--- config.mk ---
export PLATFORM = sky130hd
export DESIGN_NAME = acct_top
export DESIGN_NICKNAME = d
export VERILOG_FILES = /design/src/acct_pkg.sv /design/src/acct_fifo.sv /design/src/acct_top.sv
export SDC_FILE = /design/constraint.sdc
export NUM_CORES = 1
export LEC_CHECK = 0
export BUFFER_PORTS_ARGS = -buffer_cell sky130_fd_sc_hd__buf_2
export CORE_ASPECT_RATIO = 1.75
export CORE_MARGIN = 2
export CORE_UTILIZATION = 50
export CTS_CLUSTER_DIAMETER = 40
export DETAILED_ROUTE_END_ITERATION = 10
export GPL_TIMING_DRIVEN = 0
export PLACE_DENSITY = 0.64
export SLEW_MARGIN = 20
export SYNTH_ARGS = -nofsm -noshare
export SYNTH_HDL_FRONTEND = slang
export SYNTH_SLANG_ARGS = --single-unit
--- constraint.sdc ---
create_clock -name clk_in -period 6.3 [get_ports clk_in]
set_clock_uncertainty 0.2 [all_clocks]
set_input_delay 0.945 -clock clk_in [delete_from_list [all_inputs] [get_ports clk_in]]
set_output_delay 0.945 -clock clk_in [all_outputs]
set_load 0.01 [all_outputs]
--- src/acct_pkg.sv ---
// Purpose: shared constants, pin bundle and state type for the
//          converter timing control block
// Assumes: converter clock is the block clock, one period per cycle
// Notes:   all cycle figures count converter clock periods
package acct_pkg;
    localparam int unsigned RESULT_W            = 24;
    localparam int unsigned FIFO_DEPTH          = 8;
    localparam int unsigned SCLK_IDLE_CYC       = 65540;
    localparam int unsigned RST_LOW_MIN_CYC     = 4;
    localparam int unsigned START_LEVEL_MIN_CYC = 4;
    localparam int unsigned STOP_SETUP_CYC      = 100;
    localparam int unsigned STOP_HOLD_CYC       = 150;
    localparam int unsigned RESULT_READY_N_HIGH_MIN_CYC   = 16;
    localparam int unsigned RESET_TO_CONV_CYC   = 512;
    localparam int unsigned POR_TO_COMM_CYC     = 65536;
    localparam int unsigned COMM_TO_CONV_CYC    = 512;
    localparam int unsigned ACX_BLANK_CYC       = 8;
    localparam int unsigned ACX_PERIOD_CONV     = 2;
    localparam int unsigned START_TO_RESULT_READY_N_CYC   = 2;
    localparam int unsigned CONV_PERIOD_CYC     = 3072;
    localparam real         OSC_SLOW_MHZ        = 7.3728;
    localparam real         OSC_FAST_MHZ        = 10.24;
    // serial command byte
    localparam int unsigned CMD_W               = 8;
    localparam logic [7:0]  CMD_RESET           = 8'h06;
    localparam logic [7:0]  CMD_START           = 8'h08;
    localparam logic [7:0]  CMD_STOP            = 8'h0A;

    // pins arriving from outside the clock domain
    typedef struct packed {
        logic cs_n;
        logic sclk;
        logic din;
        logic start;
        logic rst_n;
        logic power_down_n_n;
    } acct_pins_s;

    localparam acct_pins_s PINS_RST = '{1'b1, 1'b0, 1'b0, 1'b0, 1'b1, 1'b1};

    typedef enum logic [2:0] {
        ST_POWERUP = 3'h0,
        ST_SETTLE  = 3'h1,
        ST_IDLE    = 3'h3,
        ST_CONVERT = 3'h2,
        ST_LAST    = 3'h6
    } acct_state_e;
endpackage

--- src/acct_fifo.sv ---
// Purpose: result buffer between the filter and the serial output
// Assumes: single clock, clock enable freezes everything
// Notes:   full and empty come from a count, so depth need not be 2^n
`timescale 1ns/1ns
module acct_fifo #(
    parameter int unsigned WIDTH = 24,
    parameter int unsigned DEPTH = 8
) (
    input  wire logic             clk_in,
    input  wire logic             reset_in,
    input  wire logic             clk_en_in,
    input  wire logic [WIDTH-1:0] wr_data_in,
    input  wire logic             wr_valid_in,
    output logic                  wr_ready_out,
    output logic      [WIDTH-1:0] rd_data_out,
    output logic                  rd_valid_out,
    input  wire logic             rd_ready_in
);
    localparam int unsigned AW = (DEPTH > 1) ? $clog2(DEPTH) : 1;
    localparam int unsigned CW = $clog2(DEPTH + 1);

    logic [WIDTH-1:0] mem_ff [DEPTH];
    logic [AW-1:0]    wr_ptr_ff;
    logic [AW-1:0]    rd_ptr_ff;
    logic [CW-1:0]    count_ff;
    logic             push;
    logic             pop;

    function automatic logic [AW-1:0] ptr_inc(input logic [AW-1:0] p);
        ptr_inc = (p == AW'(DEPTH - 1)) ? '0 : p + 1'b1;
    endfunction

    // handshakes, honest against the count
    assign wr_ready_out = (count_ff != CW'(DEPTH));
    assign rd_valid_out = (count_ff != '0);
    assign push         = clk_en_in & wr_valid_in & wr_ready_out;
    assign pop          = clk_en_in & rd_ready_in & rd_valid_out;
    assign rd_data_out  = mem_ff[rd_ptr_ff];

    // storage has no reset, only the pointers matter
    always_ff @(posedge clk_in) begin
        if (push) begin
            mem_ff[wr_ptr_ff] <= wr_data_in;
        end
    end

    // pointers and occupancy
    always_ff @(posedge clk_in or posedge reset_in) begin
        if (reset_in) begin
            wr_ptr_ff <= '0;
            rd_ptr_ff <= '0;
            count_ff  <= '0;
        end else begin
            if (push) wr_ptr_ff <= ptr_inc(wr_ptr_ff);
            if (pop) rd_ptr_ff <= ptr_inc(rd_ptr_ff);
            if (push & ~pop) count_ff <= count_ff + 1'b1;
            else if (pop & ~push) count_ff <= count_ff - 1'b1;
        end
    end
endmodule

--- src/acct_top.sv ---
// Purpose: conversion sequencing, serial port and excitation timing
// Assumes: clk_in is the converter clock; pins are asynchronous
// Notes:   shared data pin is split into value and enable
`timescale 1ns/1ns
module acct_top
    import acct_pkg::*;
#(
    parameter int unsigned DATA_W     = RESULT_W,
    parameter int unsigned DEPTH      = FIFO_DEPTH,
    parameter int unsigned IDLE_CYC   = SCLK_IDLE_CYC,
    parameter int unsigned POR_CYC    = POR_TO_COMM_CYC,
    parameter int unsigned CONV_CYC   = CONV_PERIOD_CYC
) (
    input  wire logic              clk_in,
    input  wire logic              reset_in,
    input  wire logic              clk_en_in,
    input  wire logic              reset_pin_n_in,
    input  wire logic              start_in,
    input  wire logic              power_down_n_in,
    input  wire logic              cs_n_in,
    input  wire logic              sclk_in,
    input  wire logic              din_in,
    input  wire logic [DATA_W-1:0] sample_data_in,
    input  wire logic              sample_valid_in,
    output logic                   sample_ready_out,
    input  wire logic              ac_enable_in,
    input  wire logic              rate_fast_in,
    output logic                   osc_fast_out,
    output logic                   result_ready_n_out,
    output logic                   shared_serial_out_ready_n_out,
    output logic                   shared_serial_out_ready_n_oe_out,
    output logic             [1:0] ac_excitation_drive_out,
    output logic                   comm_ready_out,
    output logic                   converting_out
);
    acct_pins_s    pins;
    acct_pins_s    s1_ff, s2_ff, s3_ff, flt_ff, chg;
    acct_state_e   state_ff;
    logic [16:0]   por_cnt_ff, idle_cnt_ff;
    logic [9:0]    settle_cnt_ff;
    logic [15:0]   conv_cnt_ff;
    logic [7:0]    since_fall_ff, hi_cnt_ff;
    logic [2:0]    rst_low_ff;
    logic [3:0]    blank_ff;
    logic [4:0]    bit_cnt_ff;
    logic [7:0]    cmd_sr_ff;
    logic [DATA_W-1:0] dout_sr_ff, result_ff, fifo_data;
    logic          shifting_ff, out_bit_ff, result_ready_n_n_ff, run_ff;
    logic          phase_ff, fifo_valid, comm_ok, settle_done;
    logic          sclk_rise, sclk_fall, cs_rise, cs_fall, spi_active;
    logic          spi_timeout, cmd_fire, cmd_reset, pin_reset;
    logic          start_req, stop_req, conv_done, conv_start;
    logic          early_stop, result_ready_n_up, in_conv;
    logic [7:0]    cmd_word;

    function automatic logic [7:0] sat_inc8(input logic [7:0] v);
        sat_inc8 = (v == 8'hFF) ? v : v + 8'h01;
    endfunction

    assign pins = '{cs_n_in, sclk_in, din_in, start_in,
                    reset_pin_n_in, power_down_n_in};

    // three-stage sampling; a change counts once stages two and three agree
    always_ff @(posedge clk_in or posedge reset_in) begin
        if (reset_in) begin
            s1_ff  <= PINS_RST;
            s2_ff  <= PINS_RST;
            s3_ff  <= PINS_RST;
            flt_ff <= PINS_RST;
        end else if (clk_en_in) begin
            s1_ff  <= pins;
            s2_ff  <= s1_ff;
            s3_ff  <= s2_ff;
            flt_ff <= flt_ff ^ chg;
        end
    end

    // edge decode, only from stages two and three
    assign chg        = ~(s2_ff ^ s3_ff) & (s2_ff ^ flt_ff);
    assign sclk_rise  = chg.sclk & s2_ff.sclk;
    assign sclk_fall  = chg.sclk & ~s2_ff.sclk;
    assign cs_rise    = chg.cs_n & s2_ff.cs_n;
    assign cs_fall    = chg.cs_n & ~s2_ff.cs_n;
    assign comm_ok    = (por_cnt_ff == 17'(POR_CYC));
    assign spi_active = ~flt_ff.cs_n & comm_ok;
    assign spi_timeout = spi_active & (idle_cnt_ff == 17'(IDLE_CYC - 1));

    // command byte decode on the eighth falling edge
    assign cmd_word  = {cmd_sr_ff[6:0], flt_ff.din};
    assign cmd_fire  = sclk_fall & spi_active & (bit_cnt_ff == 5'd7);
    assign cmd_reset = cmd_fire & (cmd_word == CMD_RESET);
    assign pin_reset = ~flt_ff.rst_n & (rst_low_ff == 3'(RST_LOW_MIN_CYC));
    // pin level and commands are interchangeable
    assign start_req = (chg.start & s2_ff.start)
                     | (cmd_fire & (cmd_word == CMD_START));
    assign stop_req  = (chg.start & ~s2_ff.start)
                     | (cmd_fire & (cmd_word == CMD_STOP))
                     | ~flt_ff.power_down_n_n;
    assign in_conv     = (state_ff == ST_CONVERT) | (state_ff == ST_LAST);
    assign conv_done   = in_conv & (conv_cnt_ff == 16'(CONV_CYC - 1));
    assign result_ready_n_up     = in_conv
                       & (conv_cnt_ff == 16'(CONV_CYC - 1 - RESULT_READY_N_HIGH_MIN_CYC));
    assign early_stop  = since_fall_ff < 8'(STOP_SETUP_CYC);
    assign settle_done = (settle_cnt_ff == 10'(RESET_TO_CONV_CYC - 1));
    assign conv_start  = ((state_ff == ST_IDLE) & run_ff & ~stop_req)
                       | (conv_done & (state_ff == ST_CONVERT) & ~stop_req)
                       | (in_conv & start_req);

    // power-on wait, reset pin low count, idle timer
    always_ff @(posedge clk_in or posedge reset_in) begin
        if (reset_in) begin
            por_cnt_ff  <= '0;
            rst_low_ff  <= '0;
            idle_cnt_ff <= '0;
        end else if (clk_en_in) begin
            if (!comm_ok) por_cnt_ff <= por_cnt_ff + 17'd1;
            if (flt_ff.rst_n) rst_low_ff <= '0;
            else if (!pin_reset) rst_low_ff <= rst_low_ff + 3'd1;
            if (chg.sclk | cs_rise | ~spi_active | spi_timeout) begin
                idle_cnt_ff <= '0;
            end else begin
                idle_cnt_ff <= idle_cnt_ff + 17'd1;
            end
        end
    end

    // serial shifter; inputs on falling edges, outputs on rising edges
    always_ff @(posedge clk_in or posedge reset_in) begin
        if (reset_in) begin
            bit_cnt_ff  <= '0;
            cmd_sr_ff   <= '0;
            dout_sr_ff  <= '0;
            shifting_ff <= 1'b0;
            out_bit_ff  <= 1'b0;
        end else if (clk_en_in) begin
            if (!spi_active | spi_timeout | cs_fall) begin
                bit_cnt_ff  <= '0;
                shifting_ff <= 1'b0;
                dout_sr_ff  <= result_ff;
            end else if (sclk_rise & (bit_cnt_ff < 5'(DATA_W))) begin
                shifting_ff <= 1'b1;
                out_bit_ff  <= dout_sr_ff[DATA_W-1];
                dout_sr_ff  <= {dout_sr_ff[DATA_W-2:0], 1'b0};
            end else if (sclk_fall) begin
                cmd_sr_ff <= cmd_word;
                if (bit_cnt_ff != 5'h1F) bit_cnt_ff <= bit_cnt_ff + 5'd1;
                if (bit_cnt_ff == 5'(DATA_W - 1)) shifting_ff <= 1'b0;
            end
        end
    end

    // shared pin: data while shifting, ready otherwise
    assign shared_serial_out_ready_n_out =
        shifting_ff ? out_bit_ff : result_ready_n_n_ff;
    assign shared_serial_out_ready_n_oe_out = spi_active;

    // sequencing state; early stop aborts, late stop runs one more
    always_ff @(posedge clk_in or posedge reset_in) begin
        if (reset_in) begin
            state_ff      <= ST_POWERUP;
            settle_cnt_ff <= '0;
            conv_cnt_ff   <= '0;
            run_ff        <= 1'b0;
        end else if (clk_en_in) begin
            if (start_req) run_ff <= 1'b1;
            else if (stop_req) run_ff <= 1'b0;
            if (pin_reset | cmd_reset) begin
                state_ff      <= ST_SETTLE;
                settle_cnt_ff <= '0;
                run_ff        <= 1'b0;
            end else begin
                settle_cnt_ff <= settle_cnt_ff + 10'd1;
                conv_cnt_ff   <= conv_start ? '0 : conv_cnt_ff + 16'd1;
                case (state_ff)
                    ST_POWERUP: begin
                        settle_cnt_ff <= '0;
                        if (comm_ok) state_ff <= ST_SETTLE;
                    end
                    ST_SETTLE: begin
                        if (settle_done) begin
                            state_ff <= ST_IDLE;
                            run_ff   <= flt_ff.start;
                        end
                    end
                    ST_IDLE: begin
                        if (conv_start) state_ff <= ST_CONVERT;
                    end
                    ST_CONVERT: begin
                        if (stop_req & ~start_req) begin
                            state_ff <= early_stop ? ST_IDLE
                                                   : ST_LAST;
                        end else if (conv_done & ~conv_start) begin
                            state_ff <= ST_IDLE;
                        end
                    end
                    ST_LAST: begin
                        if (start_req) state_ff <= ST_CONVERT;
                        else if (conv_done) state_ff <= ST_IDLE;
                    end
                    default: state_ff <= ST_POWERUP;
                endcase
            end
        end
    end

    // ready output, result capture and time since ready fell
    always_ff @(posedge clk_in or posedge reset_in) begin
        if (reset_in) begin
            result_ready_n_n_ff     <= 1'b1;
            result_ff     <= '0;
            since_fall_ff <= 8'hFF;
            hi_cnt_ff     <= 8'hFF;
        end else if (clk_en_in) begin
            hi_cnt_ff     <= result_ready_n_n_ff ? sat_inc8(hi_cnt_ff) : '0;
            since_fall_ff <= sat_inc8(since_fall_ff);
            if (conv_done & ~start_req & fifo_valid) begin
                result_ff     <= fifo_data;
                result_ready_n_n_ff     <= 1'b0;
                since_fall_ff <= '0;
            end else if (start_req | result_ready_n_up | pin_reset | cmd_reset) begin
                result_ready_n_n_ff <= 1'b1;
            end
        end
    end

    // excitation: toggle per conversion, blank both drives meanwhile
    always_ff @(posedge clk_in or posedge reset_in) begin
        if (reset_in) begin
            phase_ff <= 1'b0;
            blank_ff <= '0;
        end else if (clk_en_in) begin
            if (conv_start & ac_enable_in) begin
                phase_ff <= ~phase_ff;
                blank_ff <= 4'(ACX_BLANK_CYC);
            end else if (blank_ff != '0) begin
                blank_ff <= blank_ff - 4'd1;
            end
        end
    end

    assign ac_excitation_drive_out =
        (!ac_enable_in || blank_ff != '0) ? 2'h0 :
        (phase_ff ? 2'h2 : 2'h1);
    assign result_ready_n_out = result_ready_n_n_ff;
    assign comm_ready_out     = comm_ok;
    assign converting_out     = in_conv;
    assign osc_fast_out       = rate_fast_in; // selects fast oscillator

    // filter results wait here until a conversion period closes
    acct_fifo #(
        .WIDTH (DATA_W),
        .DEPTH (DEPTH)
    ) u_fifo (
        .clk_in       (clk_in),
        .reset_in     (reset_in),
        .clk_en_in    (clk_en_in),
        .wr_data_in   (sample_data_in),
        .wr_valid_in  (sample_valid_in),
        .wr_ready_out (sample_ready_out),
        .rd_data_out  (fifo_data),
        .rd_valid_out (fifo_valid),
        .rd_ready_in  (conv_done & ~start_req)
    );

    property p_idle_reset;
        @(posedge clk_in) disable iff (reset_in)
        (clk_en_in && spi_timeout) |=> (bit_cnt_ff == 0 && !shifting_ff);
    endproperty
    a_idle_reset: assert property (p_idle_reset)
        else $error("idle timeout did not clear serial port");

    property p_cs_idle;
        @(posedge clk_in) disable iff (reset_in)
        (clk_en_in && cs_rise) |=> ##1 (!shifting_ff && bit_cnt_ff == 0);
    endproperty
    a_cs_idle: assert property (p_cs_idle)
        else $error("chip select high left serial port busy");

    property p_early_stop;
        @(posedge clk_in) disable iff (reset_in)
        (clk_en_in && state_ff == ST_CONVERT && stop_req && !start_req
         && !pin_reset && !cmd_reset && since_fall_ff < 100)
        |=> state_ff == ST_IDLE;
    endproperty
    a_early_stop: assert property (p_early_stop)
        else $error("early stop did not cancel next conversion");

    property p_late_stop;
        @(posedge clk_in) disable iff (reset_in)
        (clk_en_in && state_ff == ST_CONVERT && stop_req && !start_req
         && !pin_reset && !cmd_reset && since_fall_ff >= 150)
        |=> state_ff == ST_LAST;
    endproperty
    a_late_stop: assert property (p_late_stop)
        else $error("late stop did not finish next conversion");

    property p_ready_high;
        @(posedge clk_in) disable iff (reset_in)
        $fell(result_ready_n_n_ff) && $past(since_fall_ff) != 8'hFF
        |-> $past(hi_cnt_ff) >= 8'd15;
    endproperty
    a_ready_high: assert property (p_ready_high)
        else $error("ready high time shorter than 16 clocks");

    property p_pin_driven;
        @(posedge clk_in) disable iff (reset_in)
        (clk_en_in && cs_fall && comm_ok) |=> shared_serial_out_ready_n_oe_out;
    endproperty
    a_pin_driven: assert property (p_pin_driven)
        else $error("shared pin not driven after chip select fell");

    property p_back_to_ready;
        @(posedge clk_in) disable iff (reset_in)
        (clk_en_in && sclk_fall && spi_active && !spi_timeout
         && bit_cnt_ff == 5'(DATA_W - 1))
        |=> shared_serial_out_ready_n_out == result_ready_n_n_ff;
    endproperty
    a_back_to_ready: assert property (p_back_to_ready)
        else $error("shared pin did not return to ready");

    property p_out_on_rise;
        @(posedge clk_in) disable iff (reset_in)
        $changed(out_bit_ff) |-> $past(sclk_rise);
    endproperty
    a_out_on_rise: assert property (p_out_on_rise)
        else $error("serial output changed off a rising edge");

    property p_in_on_fall;
        @(posedge clk_in) disable iff (reset_in)
        $changed(cmd_sr_ff) |-> $past(sclk_fall);
    endproperty
    a_in_on_fall: assert property (p_in_on_fall)
        else $error("serial input taken off a falling edge");

    property p_settle;
        @(posedge clk_in) disable iff (reset_in)
        ($past(state_ff) == ST_SETTLE && state_ff == ST_IDLE)
        |-> $past(settle_cnt_ff) == 10'(RESET_TO_CONV_CYC - 1);
    endproperty
    a_settle: assert property (p_settle)
        else $error("conversion allowed before reset wait ended");

    property p_blank;
        @(posedge clk_in) disable iff (reset_in)
        (clk_en_in && conv_start && ac_enable_in)
        |=> (ac_excitation_drive_out == 2'h0) [*8];
    endproperty
    a_blank: assert property (p_blank)
        else $error("excitation blanking shorter than 8 clocks");

    property p_start_ready;
        @(posedge clk_in) disable iff (reset_in)
        (clk_en_in && start_req) |=> result_ready_n_n_ff;
    endproperty
    a_start_ready: assert property (p_start_ready)
        else $error("ready not high after start request");
endmodule

# ---- Word level (Yosys, flattened, before mapping)
# Memories as Yosys holds them, arrays and structs flattened. A register that Yosys moved wholly into a read port is not among the register bits.
# Cells that the tools add are included.
dict set report totals {
  ff_bits 153
  mem_bits_rw 192
  in_bits 36
  mem_count 1
}
dict set report op_classes {
  add_sub_neg 12
  n_lt_le_gt_ge 2
  eq_ne 28
  muxes 46
  bitwise_logic 70
  reduce_logical 28
}
# name depth width rd rd_clocked_by_memory_dff write_ports line_no
set mem_list {}
lappend mem_list {u_fifo.mem_ff 8 24 1 1 1 acct_fifo.sv:22} ;# logic [WIDTH-1:0] mem_ff [DEPTH];
# op n
set op_table {}
lappend op_table {{2-to-1 mux 24 bit} 2}
lappend op_table {{2-to-1 mux 3 bit} 13}
lappend op_table {{adder 17 x 1 -> 17 bit (second input constant)} 2}
lappend op_table {{equality test 17 bit (second input constant)} 2}
lappend op_table {{bitwise AND 1 bit} 33}
lappend op_table {{equality test 16 x 12 -> 1 bit (second input constant)} 2}
lappend op_table {{2-to-1 mux 10 bit} 2}
lappend op_table {{2-to-1 mux 5 bit} 4}
lappend op_table {{AND reduction 2 bit} 9}
lappend op_table {{bitwise XOR 6 bit} 3}
lappend op_table {{2-to-1 mux 17 bit} 1}
lappend op_table {{NOT 1 bit} 17}
lappend op_table {{adder 16 x 1 -> 16 bit (second input constant)} 1}
lappend op_table {{equality test 8 x 4 -> 1 bit (second input constant)} 2}
lappend op_table {{2-to-1 mux 16 bit} 1}
lappend op_table {{2-to-1 mux 4 bit} 4}
lappend op_table {{2-to-1 mux 8 bit} 2}
lappend op_table {{bitwise OR 1 bit} 15}
lappend op_table {{one-hot mux 3 bit (5 select lines)} 1}
lappend op_table {{2-to-1 mux 1 bit} 14}
lappend op_table {{equality test 3 bit (second input constant)} 4}
lappend op_table {{nonzero test 2 bit} 6}
lappend op_table {{adder 10 x 1 -> 10 bit (second input constant)} 1}
lappend op_table {{equality test 10 x 9 -> 1 bit (second input constant)} 1}
lappend op_table {{32 further kinds} 44}

# ---- Longest topological paths before layout
# Gate-level depths: netlist of the first run.
dict set report depth {
  ltp_word 19
  mapped_depth 18
  mapped_depth_nobuf 16
}

# ---- By module
# Synthesis of the first run repeated with hierarchy kept, for this count alone.
dict set report hier_totals {
  hier_cells 1115
  hier_area_um2 15962.8
}
# mod instances cells_per_inst area_each_um2
set by_module_without_submodules {}
lappend by_module_without_submodules {acct_top 1 773 8061.5}
lappend by_module_without_submodules {acct_fifo 1 342 7901.3}

# ---- Worst setup path before layout of the first run
# No wires, ideal clock.
dict set report synth_timing {
  kind {in2reg}
  startpoint {input port clk_en_in}
  endpoint {memory u_fifo.mem_ff[0][0] (enable)}
  t_arrival_ps 3864
  required_time_ps 5634
  setup_slack_ps 1770
  path_stages 3
  cell_sequence {clkbuf_1 > nand3_1 > nor4_1}
}
dict set report synth_between {
  elab_chain_cells 4
}
# item line_no
set synth_lines {}
lappend synth_lines {{start, declared} acct_top.sv:16} ;# input wire logic clk_en_in,
lappend synth_lines {{bitwise AND 1 bit (2 in a row)} acct_fifo.sv:36} ;# assign push = clk_en_in & wr_valid_in & wr_ready_out;
lappend synth_lines {{2-to-1 mux 1 bit} acct_fifo.sv:42} ;# if (push) begin
lappend synth_lines {{2-to-1 mux 1 bit (implied by the code)} acct_fifo.sv:43} ;# mem_ff[wr_ptr_ff] <= wr_data_in;
lappend synth_lines {{end, declared} acct_fifo.sv:22}
# Every way passes these cells.

# ---- Final worst setup path of the first run
dict set report layout_timing {
  startpoint {register por_cnt_ff[0]}
  endpoint {register u_fifo.count_ff[3]}
}
dict set report layout_between {
  elab_chain_cells 13
  elab_cells_between_ends 15
  cone_classes {eq/ne: 1; mux: 1; bitwise: 12; reduce/logical: 1}
}
# item line_no
set layout_lines {}
lappend layout_lines {{start, declared} acct_top.sv:39} ;# logic [16:0] por_cnt_ff, idle_cnt_ff;
lappend layout_lines {{start signal, assigned} acct_top.sv:116} ;# if (!comm_ok) por_cnt_ff <= por_cnt_ff + 17'd1;
lappend layout_lines {{equality test 17 bit (*)} acct_top.sv:84} ;# assign comm_ok = (por_cnt_ff == 17'(POR_CYC));
lappend layout_lines {{bitwise AND 1 bit (*)} acct_top.sv:85} ;# assign spi_active = ~flt_ff.cs_n & comm_ok;
lappend layout_lines {{bitwise AND 1 bit (*) (2 in a row)} acct_top.sv:90} ;# assign cmd_fire = sclk_fall & spi_active & (bit_cnt_ff == 5'd7);
lappend layout_lines {{bitwise AND 1 bit (*)} acct_top.sv:95} ;# | (cmd_fire & (cmd_word == CMD_START));
lappend layout_lines {{bitwise OR 1 bit (*)} acct_top.sv:95}
lappend layout_lines {{NOT 1 bit (*)} acct_top.sv:262} ;# .rd_ready_in (conv_done & ~start_req)
lappend layout_lines {{bitwise AND 1 bit (*)} acct_top.sv:262}
lappend layout_lines {{bitwise AND 1 bit (*) (2 in a row)} acct_fifo.sv:37} ;# assign pop = clk_en_in & rd_ready_in & rd_valid_out;
lappend layout_lines {{NOT 1 bit} acct_fifo.sv:56} ;# if (push & ~pop) count_ff <= count_ff + 1'b1;
lappend layout_lines {{bitwise AND 1 bit} acct_fifo.sv:56}
lappend layout_lines {{2-to-1 mux 4 bit / nonzero test 2 bit (equally long branches)} --}
lappend layout_lines {{end signal, assigned} acct_fifo.sv:56}
lappend layout_lines {{end signal, assigned} acct_fifo.sv:57} ;# else if (pop & ~push) count_ff <= count_ff - 1'b1;
lappend layout_lines {{end, declared} acct_fifo.sv:25} ;# logic [CW-1:0] count_ff;
# Every way passes the cells marked *; elsewhere a longest branch is shown, timed or not.
# A chain may end at the register's enable or synchronous reset.

==> results.cfg, run 1 <==
[worst_setup_path]
reg2reg_slack_ns = 2.10
critPathRequiredTime_ns = 6.51
crit_arrival_ns = 4.41
critPathCapture = u_fifo.count_ff[3]
reg2reg_to = u_fifo.count_ff[3]
crit_path_end_kind = flip-flop
r2r_cells = 18
rr_startpoint = por_cnt_ff[0]
cp_max_fo = 10
worst-setup-path-type = flip-flop to flip-flop
crit_start = por_cnt_ff[0]
startpoint_type = flip-flop

[clock_tree]
cts_sinks = 369
cts_buffers = 37
clk_latency_ns = 0.54
cts_tree = done
htree_levels = 2
clkTransAtPathRegs_ns = 0.06
clockBufferDepth = 3
cts_hold_buffers = 0
ctsResizeCount = 0
post_cts_buffers = 0
cts_root_buffer = clkbuf_16

[finish]
post-route-util_pct = 57.8
num_antenna_cells = 0
finalNetCount = 1340
fin_cells = 1709
fillCellCount = 2579
drive_gt1_share_pct = 19.4
syn_to_final_growth_pct = 14.1

[power_and_ir_drop]
irDropWorstVdd_v = 0.000281
total_power_mw = 6.03
p_leak_nw = 6.81
powerDensity_nw_per_um2 = 332

[sta]
max_slew_margin_pct = 34.5
period_needed_ns = 4.20
setup_ws_ns = 2.10
min_period_over_period_pct = 66.6
drv_slew = 0
rsz0062_at_grt = false
setup_viol = 0
tightest_slew_ns = 0.982
clock.fmax_ghz = 0.238
fin_setup_tns_ns = 0
finalHoldViolCount = 0

[min_path]
min-delay-path-class = input pin to async pin

[placed_design]
dp_cells = 1641
hpwl_mm = 23.7
gp_congestion = 0.842
port_buffers = 43
dp_slack_ns = 1.86

[logic_synthesis]
synth_edf_count = 192
synth_area_sq_um = 15900
yosys_register_bits = 369
syn_avg_cell_area_sq_um = 13.5
async_flop_share_pct = 48.0
yosys_warnings = 0
synth_largest_area_cell = edfxtp_1
synth_top_area_share_pct = 36.3
synth_cell_types = 71
seq_area_frac_synth_pct = 64.3
ys_top_cells_by_area = edfxtp_1 36%, dfrtp_1 25%, mux4_2 6.8%
syn-instance-count = 1180
synthTopCellsByCount = 192 x edfxtp_1, 156 x dfrtp_1, 136 x nand2_1
synth_ff_type = edfxtp_1
synth.most_common_cell = edfxtp_1
syn_nets = 1236

[routing]
firstDrtPassIters = 5
drtIter0Drc = 498
wl_per_cell_um = 19.8
viasPerCell = 5.73
drtAntennaViolNets = 0
wirelength_mm = 33.9
drcViolationCount = 0
vias = 9788

[global_routing]
grtUsageTotal_pct = 20.8
grt_max_degree = 74
grt_pass1_wl_mm = 54.4
grt_pass1_vias = 10200
antenna_found_initial = 0
grt-ovfl-total = 0

[die]
die_area_sq_um = 33300
row_count = 86
die_y_um = 240
io_pins = 45
core-area_sq_um = 31400
start_util_pct = 50.6
fp.dieW_um = 139

[status]
status = finished clean

[run]
maxCapViolations = 0
## cell usage in the layout (no fill, tap or decap), types with 10 or more instances in the layout
| cell | count |
|---|---|
| nand3_1 | 32 |
| a21oi_1 | 19 |
| xor2_1 | 25 |
| nand4_1 | 19 |
| dfstp_2 | 21 |
| dfrtp_1 | 156 |
| a31oi_1 | 30 |
| clkbuf_1 | 45 |
| xnor2_1 | 24 |
| nor4_1 | 12 |
| nor2_1 | 79 |
| and3_1 | 17 |
| nor3_1 | 16 |
| inv_1 | 33 |
| buf_4 | 12 |
| mux2_2 | 27 |
| edfxtp_1 | 192 |
| nand2b_1 | 10 |
| ha_1 | 19 |
| nand2_1 | 136 |
| clkbuf_16 | 39 |
| buf_2 | 56 |
| mux2i_1 | 27 |
| mux4_2 | 48 |
| o21ai_0 | 63 |
## power by group
part	switching [mW]	internal, mW
combinational	0.462	0.344
clock	0.924	1.26
sequential	0.208	2.83
## routing by layer
layer	wire (um)	track usage, %	vias to the layer above
li1	-	-	4580
met1	12700	23.2	4955
met2	19000	40.2	181
met3	1080	2.73	72
met4	1080	7.50	0
met5	0	0	-
## kinds of logic after synthesis
| logic type | after synthesis | synth area share (%) |
|---|---|---|
| mux | 102 | 10.4 |
| simple gates | 377 | 11.9 |
| xor+xnor | 49 | 2.70 |
| buf+inv | 91 | 2.26 |
| flops | 369 | 64.3 |
| fa+ha+maj | 20 | 1.62 |
| compound gates | 172 | 6.81 |
## worst max-delay path, stage by stage (launching register included)
cell,delay (ns)
dfrtp_1,0.40
inv_1,0.09
ha_1,0.16
and4bb_1,0.25
nand4_4,0.23
nor4_4,0.46
nor4_1,0.14
and2_1,0.18
clkbuf_1,0.21
inv_2,0.22
buf_2,0.27
ha_1,0.22
inv_1,0.09
ha_1,0.28
a21o_1,0.17
a21oi_1,0.17
xnor2_1,0.14
nor2_1,0.06
xor2_1,0.14
## per-stage QoR
| step | hold WS, ns | cell area [sq um] |
|---|---|---|
| 2_1_floorplan | 0.238 | 15900 |
| 3_3_place_gp | 0.265 | 16600 |
| 3_5_place_dp | 0.265 | 16900 |
| 4_1_cts | 0.173 | 18100 |
| 5_1_grt | 0.185 | 18100 |
| 6_report | 0.179 | 18100 |
## area by class of cell
cell class	count	area, sq um	share of cell area, %
flip-flops and latches	369	10200	56.3
multi-input cells	720	5370	29.6
clock buffers	50	1050	5.77
well taps	396	495	2.73
repair buffers	65	483	2.66
plain buffers	56	229	1.26
clock inverters	18	159	0.876
inverters	35	139	0.765
## worst min path at each step
stage	to	slack, ns	cells past startpoint
4_1_cts	por_cnt_ff[6]	0.17	2
3_3_place_gp	s3_ff[1]	0.27	2
6_report	por_cnt_ff[15]	0.18	2
2_1_floorplan	por_cnt_ff[16]	0.24	1
5_1_grt	por_cnt_ff[15]	0.19	2
3_5_place_dp	por_cnt_ff[16]	0.26	1
## registers in the layout, summed over array words and instances (netlist names), 3 cells and up, named ones only
| name | count |
|---|---|
| u_fifo.wr_ptr_ff | 3 |
| bit_cnt_ff | 5 |
| idle_cnt_ff | 17 |
| since_fall_ff | 8 |
| settle_cnt_ff | 10 |
| s2_ff | 6 |
| rst_low_ff | 3 |
| dout_sr_ff | 24 |
| u_fifo.mem_ff | 192 |
| conv_cnt_ff | 16 |
| s3_ff | 6 |
| por_cnt_ff | 17 |
| result_ff | 24 |
| u_fifo.count_ff | 4 |
| blank_ff | 4 |
| cmd_sr_ff | 7 |
| u_fifo.rd_ptr_ff | 3 |
| s1_ff | 6 |
| state_ff | 3 |
Note: power is estimated with default switching activity, not from simulation.
==> run 2, diff against run 1 <==
clock period = 3.9 ns   (was 6.3 ns; I/O delays follow)
==> run 2 against run 1 <==
Effect of this change:
- sequential power up 62%
- clock power up 76%
- utilization up 0.82 points
- hold slack worse by 0.10 ns
- largest power group unchanged
- largest cell class unchanged
- worst setup slack worse by 1.8 ns
- combinational power up 61%
- flip-flop and latch count unchanged
==> results.cfg, run 2 (synthesized netlist as in run 1, its figures left out) <==
[routing]
wirelength_mm = 33.6
wl_per_cell_um = 19.5
drcViolationCount = 0
drtAntennaViolNets = 0
vias = 9864
firstDrtPassIters = 5
viasPerCell = 5.74
drtIter0Drc = 583

[placed_design]
hpwl_mm = 23.7
dp_slack_ns = -0.295
dpl-instance-area_sq_um = 17000
dp_cells = 1643
gp_congestion = 0.858
port_buffers = 43

[global_routing]
grt_max_degree = 35
grt-ovfl-total = 0
grt_pass1_vias = 10300
antenna_found_initial = 0
grtUsageTotal_pct = 20.5
grt_pass1_wl_mm = 54.0

[sta]
worst_hold_slack_ns = 0.0756
rsz0062_at_grt = false
tightest_slew_ns = 1.02
finalHoldViolCount = 0
min_period_over_period_pct = 92.9
fin_setup_tns_ns = 0
drv_slew = 0
setup_viol = 0
clock.fmax_ghz = 0.276
setup_ws_ns = 0.277
max_slew_margin_pct = 32.0
period_needed_ns = 3.62

[clock_tree]
clkTransAtPathRegs_ns = 0.06
cts_sinks = 369
cts_buffers = 39
cts_tree = done
cts_root_buffer = clkbuf_16
htree_levels = 2
clockBufferDepth = 3
clk_latency_ns = 0.54

[finish]
final_common_cell = edfxtp_1
drive_gt1_share_pct = 20.3
post-route-util_pct = 58.6
largest_reg_flops = 192
top_regs = u_fifo.mem_ff (192), dout_sr_ff (24), result_ff (24)
top_register = u_fifo.mem_ff
design_area_sq_um = 18400
final_cell_mix = 192 x edfxtp_1, 156 x dfrtp_1, 136 x nand2_1
fin_cells = 1719
syn_to_final_growth_pct = 15.7
finalNetCount = 1349
num_antenna_cells = 0

[worst_setup_path]
reg2reg_slack_ns = 0.28
worst-setup-path-type = flip-flop to flip-flop
cp_max_fo = 10
crit_arrival_ns = 3.85
startpoint_type = flip-flop
reg2reg_to = u_fifo.count_ff[3]
r2r_cells = 17
critPathRequiredTime_ns = 4.13
rr_startpoint = por_cnt_ff[0]
crit_path_end_kind = flip-flop

[run]
maxCapViolations = 0

[min_path]
min_to = s1_ff[2]
holdCritStartpoint = start_in
min-delay-path-class = input pin to flip-flop
hold_depth = 2

[die]
fp.dieW_um = 139
io_pins = 45
start_util_pct = 50.6
die_area_sq_um = 33300
die_y_um = 240
core-area_sq_um = 31400
row_count = 86

[power_and_ir_drop]
total_power_mw = 10.1
irDropWorstVdd_v = 0.000424
powerDensity_nw_per_um2 = 546
p_leak_nw = 6.91

[status]
status = finished clean
[run 2: cell count changes in the layout (fill, tap and decap cells not counted), sizes merged]
cell / change
buf: +6
inv: +4
bufinv: +3
clkbuf: -2
clkinv: -1
clkinvlp: -1
dlygate4sd3: +1
[run 2: layout make-up]
type                       instances  area, sq um
clock buffer                      48         1040
sequential                       369        10200
tap                              396          495
inverter                          35          138
timing repair buffer              73          589
fill                            2497        13000
buffer                            55          226
clock inverter                    23          284
multi-input combinational        720         5410
[run 2: worst max path at each step]
stage,slack [ns],to,from,depth (start not counted)
after global placement,-2.23,u_fifo.mem_ff[1][10],clk_en_in,6
final,0.28,u_fifo.count_ff[3],por_cnt_ff[0],17
after CTS,0.03,u_fifo.count_ff[3],flip-flop,15
after floorplan,0.19,u_fifo.mem_ff[1][0],clk_en_in,5
after global routing,0.05,u_fifo.count_ff[3],por_cnt_ff[0],17
after detailed placement,-0.29,u_fifo.count_ff[3],por_cnt_ff[0],18
[run 2: timing repair]
item | 4_1_cts | 5_1_grt
setup endpoints to repair | 2 | 1
hold endpoints to repair | 6 | 0
pin swaps | 1 | 1
buffers inserted | 1 | 4
hold buffers | 1 | 0
gates resized for setup | 3 | 5
[run 2: critical path, stage by stage (launching register included)]
cell	delay, ns
dfrtp_1	0.40
inv_1	0.10
ha_1	0.16
and4bb_1	0.25
nand4_4	0.17
nor4_4	0.32
nor4_2	0.10
and2_4	0.23
inv_4	0.11
clkbuf_4	0.22
ha_1	0.20
inv_1	0.09
ha_1	0.27
a21o_1	0.17
a21oi_1	0.17
xnor2_1	0.13
nor2_1	0.06
xor2_1	0.14
[run 2: where the power goes]
part	internal [mW]	leakage, nW	switching [mW]	total (mW)
clock network	2.26	0.647	1.56	3.83
logic	0.564	2.26	0.738	1.30
registers	4.58	4.00	0.342	4.92
[run 2: per-layer routing]
| metal | GRT usage, % | share of wire [%] | up-vias | wire [um] |
|---|---|---|---|---|
| li1 | - | - | 4602 | - |
| met1 | 22.7 | 38 | 4999 | 12800 |
| met2 | 39.6 | 55 | 184 | 18600 |
| met3 | 2.79 | 3.0 | 79 | 1020 |
| met4 | 8.20 | 3.6 | 0 | 1220 |
| met5 | 0 | 0 | - | 0 |
